## src/uecr_map.vh

```
// Offsets, field positions and reset values of the extended control registers
`ifndef UECR_MAP_VH
`define UECR_MAP_VH
`define UECR_IDX_SPECIAL_ONE 8'h01
`define UECR_IDX_SPECIAL_TWO 8'h02
`define UECR_IDX_SPECIAL_THREE 8'h03
`define UECR_IDX_SPECIAL_FOUR 8'h04
`define UECR_IDX_NINTH_BIT_MODE 8'h0d
`define UECR_IDX_MODEM_MASK 8'h0e
`define UECR_IDX_FIFO_READBACK 8'h0f
`define UECR_IDX_GOOD_DATA 8'h10
`define UECR_IDX_TEST_STATUS 8'h11
`define UECR_IDX_CHANNEL_INDEX 8'h12
`define UECR_IDX_CLOCK_ALT 8'h13
`define UECR_IDX_ACCESS_STEER 8'h14
`define UECR_RESET_BYTE 8'h00
`define UECR_NMR_WRITE_MASK 8'h3f
`define UECR_MDM_WRITE_MASK 8'h0f
`define UECR_STEER_WRITE_MASK 8'h01
`define UECR_CHANNEL_NUMBER 8'h00
`define UECR_NMR_ENABLE 0
`define UECR_NMR_CHAR_LSB 2
`define UECR_IER_MODEM 3
`define UECR_IER_SPECIAL 5
`define UECR_LSR_OVERRUN 1
`define UECR_LSR_FIFO_ERR 7
`define UECR_MASK_CTS 0
`define UECR_MASK_DSR 1
`define UECR_MASK_RI 2
`define UECR_MASK_DCD 3
`define UECR_CKA_RX_INV 0
`define UECR_CKA_TX_INV 1
`define UECR_CKA_DTR_INV 2
`define UECR_STEER_BIT 0
`define UECR_ISR_NONE 6'h01
`define UECR_ISR_RX_DATA 6'h04
`define UECR_ISR_RX_TIMEOUT 6'h0c
`define UECR_ISR_TX_EMPTY 6'h02
`define UECR_MODE_NORMAL 2'h0
`define UECR_MODE_LOCAL_BUS 2'h1
`define UECR_MODE_GENERIC 2'h2
`define UECR_NUM_CHARS 4
`define UECR_PIN_IDLE 4'h0
`endif

```

## src/uecr_char_match.v

```verilog
// Matcher comparing a received nine-bit character against four special characters
`timescale 1ns/1ps
`default_nettype none
`include "uecr_map.vh"
module uecr_char_match #(
	parameter CHAR_WIDTH = 9
) (
	input wire [CHAR_WIDTH-1:0] rxChar,
	input wire [8*`UECR_NUM_CHARS-1:0] lowBytes,
	input wire [`UECR_NUM_CHARS-1:0] ninthBits,
	output wire hit
);
	genvar i;
	wire [`UECR_NUM_CHARS-1:0] each;
	// One comparator per special character; ninth bit from its own mode bit
	generate
		for (i = 0; i < `UECR_NUM_CHARS; i = i + 1) begin : gCmp
			assign each[i] = (rxChar == {ninthBits[i], lowBytes[8*i +: 8]});
		end
	endgenerate
	assign hit = |each;
endmodule // uecr_char_match
`default_nettype wire

```

## src/uecr_regs.v

```verilog
// Extended indexed control registers: nine-bit matching, modem masks, clock inversion
`timescale 1ns/1ps
`default_nettype none
`include "uecr_map.vh"
// Behaviour
// - Nine-bit and enhanced mode plus special interrupt enable turn on address matching.
// - Match characters use special registers one to four plus ninth-bit mode bits 2-5.
// - A match raises a level 5 interrupt when the character enters the FIFO.
// - Nine-bit framing active only while ninth-bit mode bit 0 is set.
// - Ninth-bit mode bits 6 and 7 always read zero.
// - Hardware reset clears the modem mask, leaving every modem event unmasked.
// - Mask bit 0 clear lets CTS change interrupt and wake; set blocks both.
// - Mask bit 1 clear lets DSR change interrupt and wake; set blocks both.
// - Mask bit 2 clear lets trailing ring edge interrupt and wake; set blocks both.
// - Mask bit 3 clear lets carrier-detect change interrupt and wake; set blocks both.
// - FIFO readback is read-only and returns the last FIFO control write.
// - Good-data bit set only for benign interrupt status and clear error, overrun bits.
// - Channel index is read-only and returns zero.
// - Clock alteration clears on hardware reset and survives software reset.
// - Clock alteration bit 0 inverts the receiver clock.
// - Clock alteration bit 1 inverts the transmitter clock.
// - Clock alteration bit 2 inverts the DTR pin, also when it carries a clock.
// - In local bus mode steering bit 0 picks local bus (0) or config registers (1).
// - In generic mode steering overlays config registers; bit 0 clears on exit.
module uecr_regs (
	input wire ref_clk,
	input wire rst,
	input wire softReset,
	input wire [7:0] regIndex,
	input wire [7:0] writeData,
	input wire writeStrobe,
	output reg [7:0] readData,
	input wire [7:0] fifoControlData,
	input wire fifoControlWrite,
	input wire [7:0] interruptEnable,
	input wire enhancedMode,
	input wire [5:0] interruptStatus,
	input wire [7:0] lineStatus,
	input wire [8:0] rxChar,
	input wire rxCharPush,
	input wire matchClear,
	output reg matchInterrupt,
	output wire ninthBitFraming,
	input wire ctsPin,
	input wire dsrPin,
	input wire riPin,
	input wire dcdPin,
	output reg modemInterrupt,
	output reg wakeUp,
	input wire [7:0] testStatus,
	input wire rxClockRaw,
	input wire txClockRaw,
	input wire dtrRaw,
	output wire rxClock,
	output wire txClock,
	output wire dtrPin,
	input wire [1:0] busMode,
	output wire configSelect,
	output wire localBusSelect
);
	reg [7:0] specialOne;
	reg [7:0] specialTwo;
	reg [7:0] specialThree;
	reg [7:0] specialFour;
	reg [7:0] ninthBitMode;
	reg [7:0] modemEventMask;
	reg [7:0] fifoControlReadback;
	reg [7:0] clockAlteration;
	reg [7:0] accessSteering;
	reg [1:0] prevMode;
	reg [3:0] modemSync1;
	reg [3:0] modemSync2;
	reg [3:0] modemLast;
	reg goodData;
	reg [7:0] next_readData;
	wire matchHit;
	wire matchEnable;
	wire [3:0] modemEvent;
	wire [3:0] modemRaw;
	wire leaveGeneric;

	// Masked write helper keeps reserved bits at zero
	function [7:0] maskWrite;
		input [7:0] value;
		input [7:0] mask;
		begin
			maskWrite = value & mask;
		end
	endfunction

	// Index decode helper, used by every register write; the read mux decodes with a case
	function hitIndex;
		input [7:0] index;
		input [7:0] target;
		begin
			hitIndex = (index == target);
		end
	endfunction

	// Change on one synchronised modem line, blocked by its mask bit
	function lineChange;
		input now;
		input last;
		input masked;
		begin
			lineChange = (now ^ last) & ~masked;
		end
	endfunction

	// Interrupt status codes under which received data still counts as good
	function benignStatus;
		input [5:0] status;
		begin
			benignStatus = (status == `UECR_ISR_NONE)
				| (status == `UECR_ISR_RX_DATA)
				| (status == `UECR_ISR_RX_TIMEOUT)
				| (status == `UECR_ISR_TX_EMPTY);
		end
	endfunction

	assign ninthBitFraming = ninthBitMode[`UECR_NMR_ENABLE];
	// Matching needs nine-bit, enhanced and the special enable together
	assign matchEnable = ninthBitFraming & enhancedMode
		& interruptEnable[`UECR_IER_SPECIAL];

	uecr_char_match #(
		.CHAR_WIDTH(9)
	) uMatch (
		.rxChar(rxChar),
		.lowBytes({specialFour, specialThree, specialTwo, specialOne}),
		.ninthBits(ninthBitMode[`UECR_NMR_CHAR_LSB +: `UECR_NUM_CHARS]),
		.hit(matchHit)
	);

	// Special characters; only hard reset clears them
	always @(posedge ref_clk or posedge rst) begin
		if (rst) begin
			specialOne <= `UECR_RESET_BYTE;
			specialTwo <= `UECR_RESET_BYTE;
			specialThree <= `UECR_RESET_BYTE;
			specialFour <= `UECR_RESET_BYTE;
		end else if (writeStrobe && !softReset) begin
			if (hitIndex(regIndex, `UECR_IDX_SPECIAL_ONE)) begin
				specialOne <= writeData;
			end
			if (hitIndex(regIndex, `UECR_IDX_SPECIAL_TWO)) begin
				specialTwo <= writeData;
			end
			if (hitIndex(regIndex, `UECR_IDX_SPECIAL_THREE)) begin
				specialThree <= writeData;
			end
			if (hitIndex(regIndex, `UECR_IDX_SPECIAL_FOUR)) begin
				specialFour <= writeData;
			end
		end
	end

	// Ninth-bit mode; soft reset drops framing back to eight bits
	always @(posedge ref_clk or posedge rst) begin
		if (rst) begin
			ninthBitMode <= `UECR_RESET_BYTE;
		end else if (softReset) begin
			ninthBitMode <= `UECR_RESET_BYTE;
		end else if (writeStrobe && hitIndex(regIndex, `UECR_IDX_NINTH_BIT_MODE)) begin
			ninthBitMode <= maskWrite(writeData, `UECR_NMR_WRITE_MASK);
		end
	end

	// Modem mask; upper bits dropped even if software ignores its duty
	always @(posedge ref_clk or posedge rst) begin
		if (rst) begin
			modemEventMask <= `UECR_RESET_BYTE;
		end else if (softReset) begin
			modemEventMask <= `UECR_RESET_BYTE;
		end else if (writeStrobe && hitIndex(regIndex, `UECR_IDX_MODEM_MASK)) begin
			modemEventMask <= maskWrite(writeData, `UECR_MDM_WRITE_MASK);
		end
	end

	// Clock alteration; kept off the soft reset path so a channel reset
	// does not glitch a clock that the user has just inverted
	always @(posedge ref_clk or posedge rst) begin
		if (rst) begin
			clockAlteration <= `UECR_RESET_BYTE;
		end else if (writeStrobe && !softReset
			&& hitIndex(regIndex, `UECR_IDX_CLOCK_ALT)) begin
			clockAlteration <= writeData;
		end
	end

	// Shadow of the write-only FIFO control register; the host cannot read
	// the real one, so this copy is its only view of the FIFO setup
	always @(posedge ref_clk or posedge rst) begin
		if (rst) begin
			fifoControlReadback <= `UECR_RESET_BYTE;
		end else if (fifoControlWrite) begin
			fifoControlReadback <= fifoControlData;
		end
	end

	// Bus mode one cycle back, to spot the exit from generic mode
	always @(posedge ref_clk or posedge rst) begin
		if (rst) begin
			prevMode <= `UECR_MODE_NORMAL;
		end else begin
			prevMode <= busMode;
		end
	end

	// High for the one cycle in which generic mode has just been left
	assign leaveGeneric = (prevMode == `UECR_MODE_GENERIC)
		&& (busMode != `UECR_MODE_GENERIC);

	// Steering register; bit 0 drops when generic mode is left, and the
	// exit wins over a write in the same cycle so no stale overlay survives
	always @(posedge ref_clk or posedge rst) begin
		if (rst) begin
			accessSteering <= `UECR_RESET_BYTE;
		end else if (leaveGeneric) begin
			accessSteering[`UECR_STEER_BIT] <= 1'b0;
		end else if (writeStrobe && hitIndex(regIndex, `UECR_IDX_ACCESS_STEER)) begin
			accessSteering <= maskWrite(writeData, `UECR_STEER_WRITE_MASK);
		end
	end

	// Local bus mode: bit low selects local bus, high selects configuration
	assign localBusSelect = (busMode == `UECR_MODE_LOCAL_BUS)
		& ~accessSteering[`UECR_STEER_BIT];
	// Generic mode overlays configuration registers; normal mode ignores the bit
	assign configSelect = ((busMode == `UECR_MODE_LOCAL_BUS)
		| (busMode == `UECR_MODE_GENERIC)) & accessSteering[`UECR_STEER_BIT];

	// Match flag; a hit in the clearing cycle wins over the clear
	// Losing any of the three enables drops a pending request at once
	always @(posedge ref_clk or posedge rst) begin
		if (rst) begin
			matchInterrupt <= 1'b0;
		end else if (rxCharPush && matchEnable && matchHit) begin
			matchInterrupt <= 1'b1;
		end else if (matchClear || !matchEnable) begin
			matchInterrupt <= 1'b0;
		end
	end

	// Modem pins come from outside, so two flops before edge detection
	assign modemRaw = {dcdPin, riPin, dsrPin, ctsPin};
	always @(posedge ref_clk or posedge rst) begin
		if (rst) begin
			modemSync1 <= `UECR_PIN_IDLE;
			modemSync2 <= `UECR_PIN_IDLE;
		end else begin
			modemSync1 <= modemRaw;
			modemSync2 <= modemSync1;
		end
	end

	// Line history one cycle behind the synchroniser output
	always @(posedge ref_clk or posedge rst) begin
		if (rst) begin
			modemLast <= `UECR_PIN_IDLE;
		end else begin
			modemLast <= modemSync2;
		end
	end

	// Changes on CTS, DSR, DCD; ring counts only its trailing (falling) edge
	assign modemEvent[`UECR_MASK_CTS] = lineChange(modemSync2[`UECR_MASK_CTS],
		modemLast[`UECR_MASK_CTS], modemEventMask[`UECR_MASK_CTS]);
	assign modemEvent[`UECR_MASK_DSR] = lineChange(modemSync2[`UECR_MASK_DSR],
		modemLast[`UECR_MASK_DSR], modemEventMask[`UECR_MASK_DSR]);
	// A falling ring line is a change whose previous level was high
	assign modemEvent[`UECR_MASK_RI] = lineChange(modemSync2[`UECR_MASK_RI],
		modemLast[`UECR_MASK_RI], modemEventMask[`UECR_MASK_RI])
		& modemLast[`UECR_MASK_RI];
	assign modemEvent[`UECR_MASK_DCD] = lineChange(modemSync2[`UECR_MASK_DCD],
		modemLast[`UECR_MASK_DCD], modemEventMask[`UECR_MASK_DCD]);

	// Level 4 request pulse, gated by the modem interrupt enable
	always @(posedge ref_clk or posedge rst) begin
		if (rst) begin
			modemInterrupt <= 1'b0;
		end else begin
			modemInterrupt <= (|modemEvent) & interruptEnable[`UECR_IER_MODEM];
		end
	end

	// Wake pulse ignores the interrupt enable: a sleeping channel must
	// still wake on a line change with its interrupts switched off
	always @(posedge ref_clk or posedge rst) begin
		if (rst) begin
			wakeUp <= 1'b0;
		end else begin
			wakeUp <= |modemEvent;
		end
	end

	// Good data: benign interrupt status and no errors pending
	always @(posedge ref_clk or posedge rst) begin
		if (rst) begin
			goodData <= 1'b0;
		end else begin
			goodData <= benignStatus(interruptStatus)
				& ~lineStatus[`UECR_LSR_FIFO_ERR]
				& ~lineStatus[`UECR_LSR_OVERRUN];
		end
	end

	// Clock and pin inversions; plain XOR so no extra delay cell choice
	assign rxClock = rxClockRaw ^ clockAlteration[`UECR_CKA_RX_INV];
	assign txClock = txClockRaw ^ clockAlteration[`UECR_CKA_TX_INV];
	assign dtrPin = dtrRaw ^ clockAlteration[`UECR_CKA_DTR_INV];

	// Read mux; unmapped indexes read zero, so a driver probing for
	// registers that this channel lacks sees no stray bits
	always @* begin
		next_readData = `UECR_RESET_BYTE;
		case (regIndex)
			`UECR_IDX_SPECIAL_ONE: next_readData = specialOne;
			`UECR_IDX_SPECIAL_TWO: next_readData = specialTwo;
			`UECR_IDX_SPECIAL_THREE: next_readData = specialThree;
			`UECR_IDX_SPECIAL_FOUR: next_readData = specialFour;
			`UECR_IDX_NINTH_BIT_MODE: next_readData = ninthBitMode;
			`UECR_IDX_MODEM_MASK: next_readData = modemEventMask;
			`UECR_IDX_FIFO_READBACK: next_readData = fifoControlReadback;
			`UECR_IDX_GOOD_DATA: next_readData = {7'h00, goodData};
			`UECR_IDX_TEST_STATUS: next_readData = testStatus;
			`UECR_IDX_CHANNEL_INDEX: next_readData = `UECR_CHANNEL_NUMBER;
			`UECR_IDX_CLOCK_ALT: next_readData = clockAlteration;
			`UECR_IDX_ACCESS_STEER: next_readData = accessSteering;
			default: next_readData = `UECR_RESET_BYTE;
		endcase
	end

	// Registered read data, one cycle after the index
	// The extra cycle buys a clean flop output on the host data bus
	always @(posedge ref_clk or posedge rst) begin
		if (rst) begin
			readData <= `UECR_RESET_BYTE;
		end else begin
			readData <= next_readData;
		end
	end
endmodule // uecr_regs
`default_nettype wire

```

## config.mk

```make
export PLATFORM = sky130hd
export DESIGN_NAME = uecr_regs
export DESIGN_NICKNAME = d
export VERILOG_FILES = /design/src/uecr_char_match.v /design/src/uecr_regs.v
export VERILOG_INCLUDE_DIRS = /design/src /design/src/src
export SDC_FILE = /design/constraint.sdc
export NUM_CORES = 1
export LEC_CHECK = 0
export ABC_AREA = 0
export BUFFER_PORTS_ARGS = -buffer_cell sky130_fd_sc_hd__buf_2
export CORE_MARGIN = 2
export CORE_UTILIZATION = 50
export DETAILED_ROUTE_END_ITERATION = 8
export GPL_ROUTABILITY_DRIVEN = 0
export GPL_TIMING_DRIVEN = 0
export PLACE_DENSITY = 0.76
export SLEW_MARGIN = 20
export SYNTH_ARGS = -nofsm -noshare
export SYNTH_HDL_FRONTEND = slang
export SYNTH_HIERARCHICAL = 1
export SYNTH_SLANG_ARGS = --single-unit
```

## constraint.sdc

```tcl
create_clock -name ref_clk -period 3.2 [get_ports ref_clk]
set_clock_uncertainty 0.2 [all_clocks]
set_input_delay 0.16 -clock ref_clk [delete_from_list [all_inputs] [get_ports ref_clk]]
set_output_delay 0.16 -clock ref_clk [all_outputs]
set_load 0.01 [all_outputs]
```

==> impl_metrics.csv, run 1 <==
group,metric,value,unit
cells_and_area,n_fill_cell,641,
synthesis,synth_top_area_cell,"dfrtp_1",
worst_setup_path,critPathLaunchType,"flip-flop",
cells_and_area,final_cell_area,5361,um^2
worst_setup_path,critPathSlowestCell,"dlygate4sd3_1",
synthesis,syn_nets,429,
sta,tns,0,ns
synthesis,postSynth.asyncResetShare,1.000,
clock_tree,clkSlewWorstSetupHoldPaths,0.09,ns
global_route,grt_usage,0.2468,
sta,slew_headroom,0.5195,
global_route,grt_max_degree,48,
worst_setup_path,rr_worst_depth,7,
sta,min_period_over_period,0.7142,
worst_setup_path,rr_endpoint,"matchInterrupt$_DFFE_PP0P_",
synthesis,synth_flop_cell,"dfrtp_1",
route,ant_nets,0,
cells_and_area,drive_gt1_frac,0.3473,
sta,fin_crit,2.285,ns
min_path,hold_class,"primary input to flip-flop",
clock_tree,clockBufferDepth,2,
clock_tree,numCtsBuffers,9,
placement,place_area,4832,um^2
placement,pre_cts_slack,0.9937,ns
min_path,hold_depth,3,
worst_setup_path,end_kind,"flip-flop",
synthesis,syn_inst,347,
floorplanning,num_rows,33,
global_route,grt_pass1_vias,3346,
job,max_cap_violations,0,
floorplanning,die_x,96.36,um
clock_tree,root_buffer,"clkbuf_8",
sta,fmax,437.6,MHz
worst_setup_path,cpPeakStageDelay,0.56,ns
sta,setup_violations,0,
cells_and_area,multi_input_area,2056,um^2
global_route,grt_overflow,0,
cells_and_area,diodes,0,
route,avgViaCountPerCell,5.744,
worst_setup_path,path_class,"flip-flop to flip-flop",
min_path,min_to,"readData[7]$_DFF_PP0_",
floorplanning,core_area,8258,um^2
power_and_ir_drop,ir_drop,189.8,uV
placement,place.port_buffers,81,
sta,finalWorstSetupSlack,0.9147,ns
route,wl,10750,um
status,status,"complete, no violations",
synthesis,yosysMostFrequentCell,"dfrtp_1",
synthesis,netlist.area_leader.share,0.4987,
sta,rsz0062_at_grt,"false",
synthesis,yosysUniqueCellTypes,48,
synthesis,yosys_warnings,6,
worst_setup_path,cp_max_fo,3,
power_and_ir_drop,leakagePower,2.586,nW
synthesis,synth_edf_count,0,
synthesis,ys_seq_area_frac,0.4987,
floorplanning,io_pins,97,
route,wire_per_inst,18.45,um
sta,slew_viol_final,0,
clock_tree,clkLatencyLatePin,0.37,ns
clock_tree,cts.sinks,85,
power_and_ir_drop,p_total,2.171,mW
worst_setup_path,cp_common_cell,"nand4_1",
floorplanning,start_util,0.5165,
worst_setup_path,worstPathCellList,"xor2_1, nor4_1, nand4_1, nand4_1, nand2_1, a21oi_1, dlygate4sd3_1",
synthesis,syn-cell-area,4265,um^2
worst_setup_path,worstPathArrival,2.38,ns
floorplanning,fp.dieH,96.36,um
min_path,hold_start,"regIndex[6]",
route,num_vias,3349,
cells_and_area,final_util,0.6492,
worst_setup_path,r2r_slack,0.91,ns
cells_and_area,regArea,2127,um^2
worst_setup_path,rr_startpoint,"specialOne[4]$_DFFE_PP0P_",
synthesis,ys_ff_latch,85,
worst_setup_path,cp.required,3.29,ns
route,firstDrtPassIters,7,
synthesis,synth_common_cells,"dfrtp_1 (85), mux2_2 (53), xor2_1 (31)",
cells_and_area,nNetsFinal,555,
clock_tree,cts_tree,"built",
route,drc,0,
power_and_ir_drop,p_per_area,404.9,nW/um^2
sta,tightest_slew,0.7188,ns
global_route,grt_pass1_wl,16800,um
global_route,antenna_found_initial,0,
clock_tree,cts-htree-levels,3,
placement,dp_hpwl,7970,um
floorplanning,die_area,9285,um^2
synthesis,synth.area.top_cells,"dfrtp_1 (50%), mux2_2 (14%), xor2_1 (6.4%)",
synthesis,syn_area_per_cell,12.29,um^2
sta,hold_viol,0,
cells_and_area,area_growth,25.70,%
route,drt_iter0_drc,195,
==> report_power, final <==
group | internal (mW) | switching, mW | leakage (nW)
Sequential | 1.11 | 0.0270 | 1.13
Combinational | 0.128 | 0.138 | 1.37
Clock | 0.366 | 0.403 | 0.0931
==> placed cells by master, fill, tap and decap left out, types with 9 or more instances in the layout <==
| master | count |
|---|---|
| buf_2 | 84 |
| nor2_1 | 18 |
| clkbuf_1 | 11 |
| xnor2_1 | 11 |
| a22o_1 | 11 |
| mux2i_1 | 16 |
| xor2_1 | 31 |
| dfrtp_1 | 85 |
| dlygate4sd3_1 | 33 |
| mux2_2 | 53 |
| clkbuf_8 | 9 |
==> metal layers <==
layer | GRT usage | vias to the layer above | share of wire
met3 | 0.06500 | 21 | 0.079
li1 | - | 1531 | -
met1 | 0.3328 | 1650 | 0.44
met2 | 0.3877 | 147 | 0.46
met5 | 0 | - | 0
met4 | 0.08333 | 0 | 0.018
==> area by class of cell <==
type / count / area share
multi-input combinational: 243 / 0.3834
tap: 105 / 0.02450
buffer: 14 / 0.01190
clock inverter: 6 / 0.01330
clock buffer: 10 / 0.02380
inverter: 5 / 0.003967
sequential: 85 / 0.3967
timing repair buffer: 115 / 0.1424
==> sequential cells by signal, summed over array words and instances, names as in the netlist, 6 cells and up <==
name / count
clockAlteration: 8
specialFour: 8
readData: 8
ninthBitMode: 6
specialThree: 8
specialTwo: 8
specialOne: 8
fifoControlReadback: 8
==> worst max-delay path, delay by kind of cell (launching register included) <==
family                    cells  cell delay [ns]
and+or+nand+nor               4             0.65
xor gates and xnor gates      1             0.19
buffers and inverters         1             0.56
DFF                           1             0.44
AOI/OAI and AO/OA             1             0.16
==> worst max path at each step <==
stage / to / startpoint
global route: matchInterrupt$_DFFE_PP0P_ / specialFour[0]$_DFFE_PP0P_
CTS: goodData$_DFF_PP0_ / lineStatus[1]
detailed placement: specialOne[1]$_DFFE_PP0P_ / regIndex[1]
global placement: readData[6]$_DFF_PP0_ / rst
floorplan: accessSteering[0]$_DFFE_PP0P_ / rst
finish: matchInterrupt$_DFFE_PP0P_ / specialOne[4]$_DFFE_PP0P_
==> per-stage QoR <==
step,hold slack [ns],cells
after detailed placement,0.02865,534
after global placement,0.06928,533
final,0.01049,583
after global routing,0.001929,583
after floorplan,-0.008570,347
after CTS,0.004120,583
==> cells by family after synthesis <==
kind of cell    share of synthesized area
fa+ha+maj                        0.005866
compound gates                    0.08771
xor+xnor                          0.08624
simple gates                       0.1247
flops                              0.4987
mux                                0.1775
buf+inv                           0.01936
==> repair_timing <==
item | in CTS | in global routing
endpoints found under the hold margin | 102 | 0
resized for setup | 0 | 0
setup buffers | 0 | 0
hold buffers | 33 | 0
Note: power is estimated with default switching activity, not from simulation.
==> run 2: changes to the inputs <==
--- a/config.mk
+++ b/config.mk
@@ -9,11 +9,11 @@
 export ABC_AREA = 0
 export BUFFER_PORTS_ARGS = -buffer_cell sky130_fd_sc_hd__buf_2
 export CORE_MARGIN = 2
-export CORE_UTILIZATION = 50
+export CORE_UTILIZATION = 49
 export DETAILED_ROUTE_END_ITERATION = 8
 export GPL_ROUTABILITY_DRIVEN = 0
 export GPL_TIMING_DRIVEN = 0
-export PLACE_DENSITY = 0.76
+export PLACE_DENSITY = 0.77
 export SLEW_MARGIN = 20
 export SYNTH_ARGS = -nofsm -noshare
 export SYNTH_HDL_FRONTEND = slang
==> constraint.sdc (replaced) <==
create_clock -name ref_clk -period 2 [get_ports ref_clk]
set_clock_uncertainty 0.2 [all_clocks]
set_input_delay 0.1 -clock ref_clk [delete_from_list [all_inputs] [get_ports ref_clk]]
set_output_delay 0.1 -clock ref_clk [all_outputs]
set_load 0.01 [all_outputs]
==> impl_metrics.csv, run 2 (synthesized netlist as in run 1, its figures left out) <==
group,metric,value,unit
status,status,"complete, no violations",
clock_tree,post_cts_buffers,0,
sta,fmax,528.8,MHz
global_route,grt_pass1_wl,18850,um
cells_and_area,final_util,0.6433,
power_and_ir_drop,leakagePower,2.646,nW
cells_and_area,nNetsFinal,567,
clock_tree,numCtsBuffers,9,
sta,tightest_slew,0.8361,ns
sta,tns,0,ns
route,drt_iter0_drc,262,
worst_setup_path,cp.required,2.06,ns
sta,fin_crit,1.891,ns
global_route,grt_max_degree,36,
cells_and_area,drive_gt1_frac,0.3449,
sta,rsz0062_at_grt,"false",
route,wl,11560,um
global_route,antenna_found_initial,0,
worst_setup_path,critPathLaunchType,"primary input",
sta,setup_violations,0,
sta,slew_headroom,0.4412,
sta,slew_viol_final,0,
power_and_ir_drop,p_total,3.669,mW
floorplanning,num_rows,34,
cells_and_area,area_growth,29.60,%
route,avgViaCountPerCell,5.855,
min_path,hold_class,"primary input to flip-flop",
clock_tree,cts.sinks,85,
route,firstDrtPassIters,6,
route,drc,0,
floorplanning,start_util,0.4964,
cells_and_area,layout_commonest_cell,"dfrtp_1",
route,num_vias,3501,
sta,finalWorstSetupSlack,0.1089,ns
cells_and_area,final_cell_mix,"dfrtp_1 (85), buf_2 (84), mux2_2 (53)",
clock_tree,cts_tree,"built",
worst_setup_path,end_kind,"flip-flop",
clock_tree,clkSlewWorstSetupHoldPaths,0.08,ns
cells_and_area,diodes,0,
global_route,grt_overflow,0,
worst_setup_path,cp_max_fo,3,
placement,pre_cts_slack,-0.1923,ns
clock_tree,clkLatencyLatePin,0.36,ns
floorplanning,die_area,9467,um^2
worst_setup_path,r2r_slack,0.29,ns
power_and_ir_drop,p_per_area,663.7,nW/um^2
global_route,grt_usage,0.2528,
sta,hold_viol,0,
worst_setup_path,worstPathArrival,1.95,ns
placement,dp_hpwl,8085,um
min_path,hold_depth,4,
placement,place.port_buffers,81,
worst_setup_path,path_class,"primary input to flip-flop",
floorplanning,fp.dieH,97.30,um
power_and_ir_drop,ir_drop,343.6,uV
floorplanning,core_area,8593,um^2
clock_tree,cts-htree-levels,3,
global_route,grt_pass1_vias,3699,
clock_tree,root_buffer,"clkbuf_8",
job,max_cap_violations,0,
worst_setup_path,rr_worst_depth,6,
route,wire_per_inst,19.33,um
floorplanning,io_pins,97,
floorplanning,die_x,97.30,um
route,ant_nets,0,
clock_tree,clockBufferDepth,2,
sta,min_period_over_period,0.9456,
-- run 2: per-stage QoR --
| stage | hold WS (ns) | area [um^2] | std cells |
|---|---|---|---|
| 2_1_floorplan | -0.06857 | 4269 | 347 |
| 3_3_place_gp | 0.007481 | 4810 | 536 |
| 3_5_place_dp | -0.04843 | 4850 | 538 |
| 4_1_cts | 0.01905 | 5523 | 598 |
| 5_1_grt | 0.06553 | 5528 | 598 |
| 6_report | 0.03981 | 5528 | 598 |
-- run 2: worst max-delay path, stage by stage --
cell and delay, ns:
buf_2 0.11, dlygate4sd3_1 0.54, or3_1 0.34, dlygate4sd3_1 0.63, o22ai_1 0.24
-- run 2: layer usage --
| layer | track usage | share of wire | up-vias |
|---|---|---|---|
| met3 | 0.04388 | 0.071 | 45 |
| met2 | 0.4017 | 0.47 | 182 |
| li1 | - | - | 1560 |
| met1 | 0.3378 | 0.42 | 1714 |
| met5 | 0 | 0 | - |
| met4 | 0.1239 | 0.040 | 0 |
-- run 2: layout make-up --
cell class	count	area (um^2)
multi-input combinational	243	2061
timing repair buffer	127	885.9
buffer	14	63.81
fill	652	3065
inverter	5	22.52
clock buffer	11	151.4
clock inverter	5	81.33
tap	108	135.1
sequential	85	2127
-- run 2: path summary, 6_finish.rpt --
path / from / endpoint
hold / removal: regIndex[4] / readData[4]$_DFF_PP0_
max in group asynchronous: rst / specialOne[3]$_DFFE_PP0P_
setup / recovery: regIndex[6] / readData[0]$_DFF_PP0_
setup reg to reg: specialTwo[1]$_DFFE_PP0P_ / matchInterrupt$_DFFE_PP0P_
hold reg to reg: modemSync1[0]$_DFF_PP0_ / modemSync2[0]$_DFF_PP0_
min in group asynchronous: rst / fifoControlReadback[1]$_DFFE_PP0P_
-- run 2: where the power goes --
| group | leakage [nW] | switching [mW] | total, mW | internal (mW) |
|---|---|---|---|---|
| combinational | 1.40 | 0.232 | 0.455 | 0.223 |
| clock | 0.116 | 0.621 | 1.39 | 0.774 |
| sequential | 1.13 | 0.0445 | 1.82 | 1.77 |
| total | 2.65 | 0.898 | 3.67 | 2.77 |
-- run 2: repair_timing --
item | in CTS | in global routing
endpoints found under the hold margin | 126 | 0
setup endpoints to repair | 0 | 1
hold buffers | 44 | 0
gates resized for setup | 0 | 1
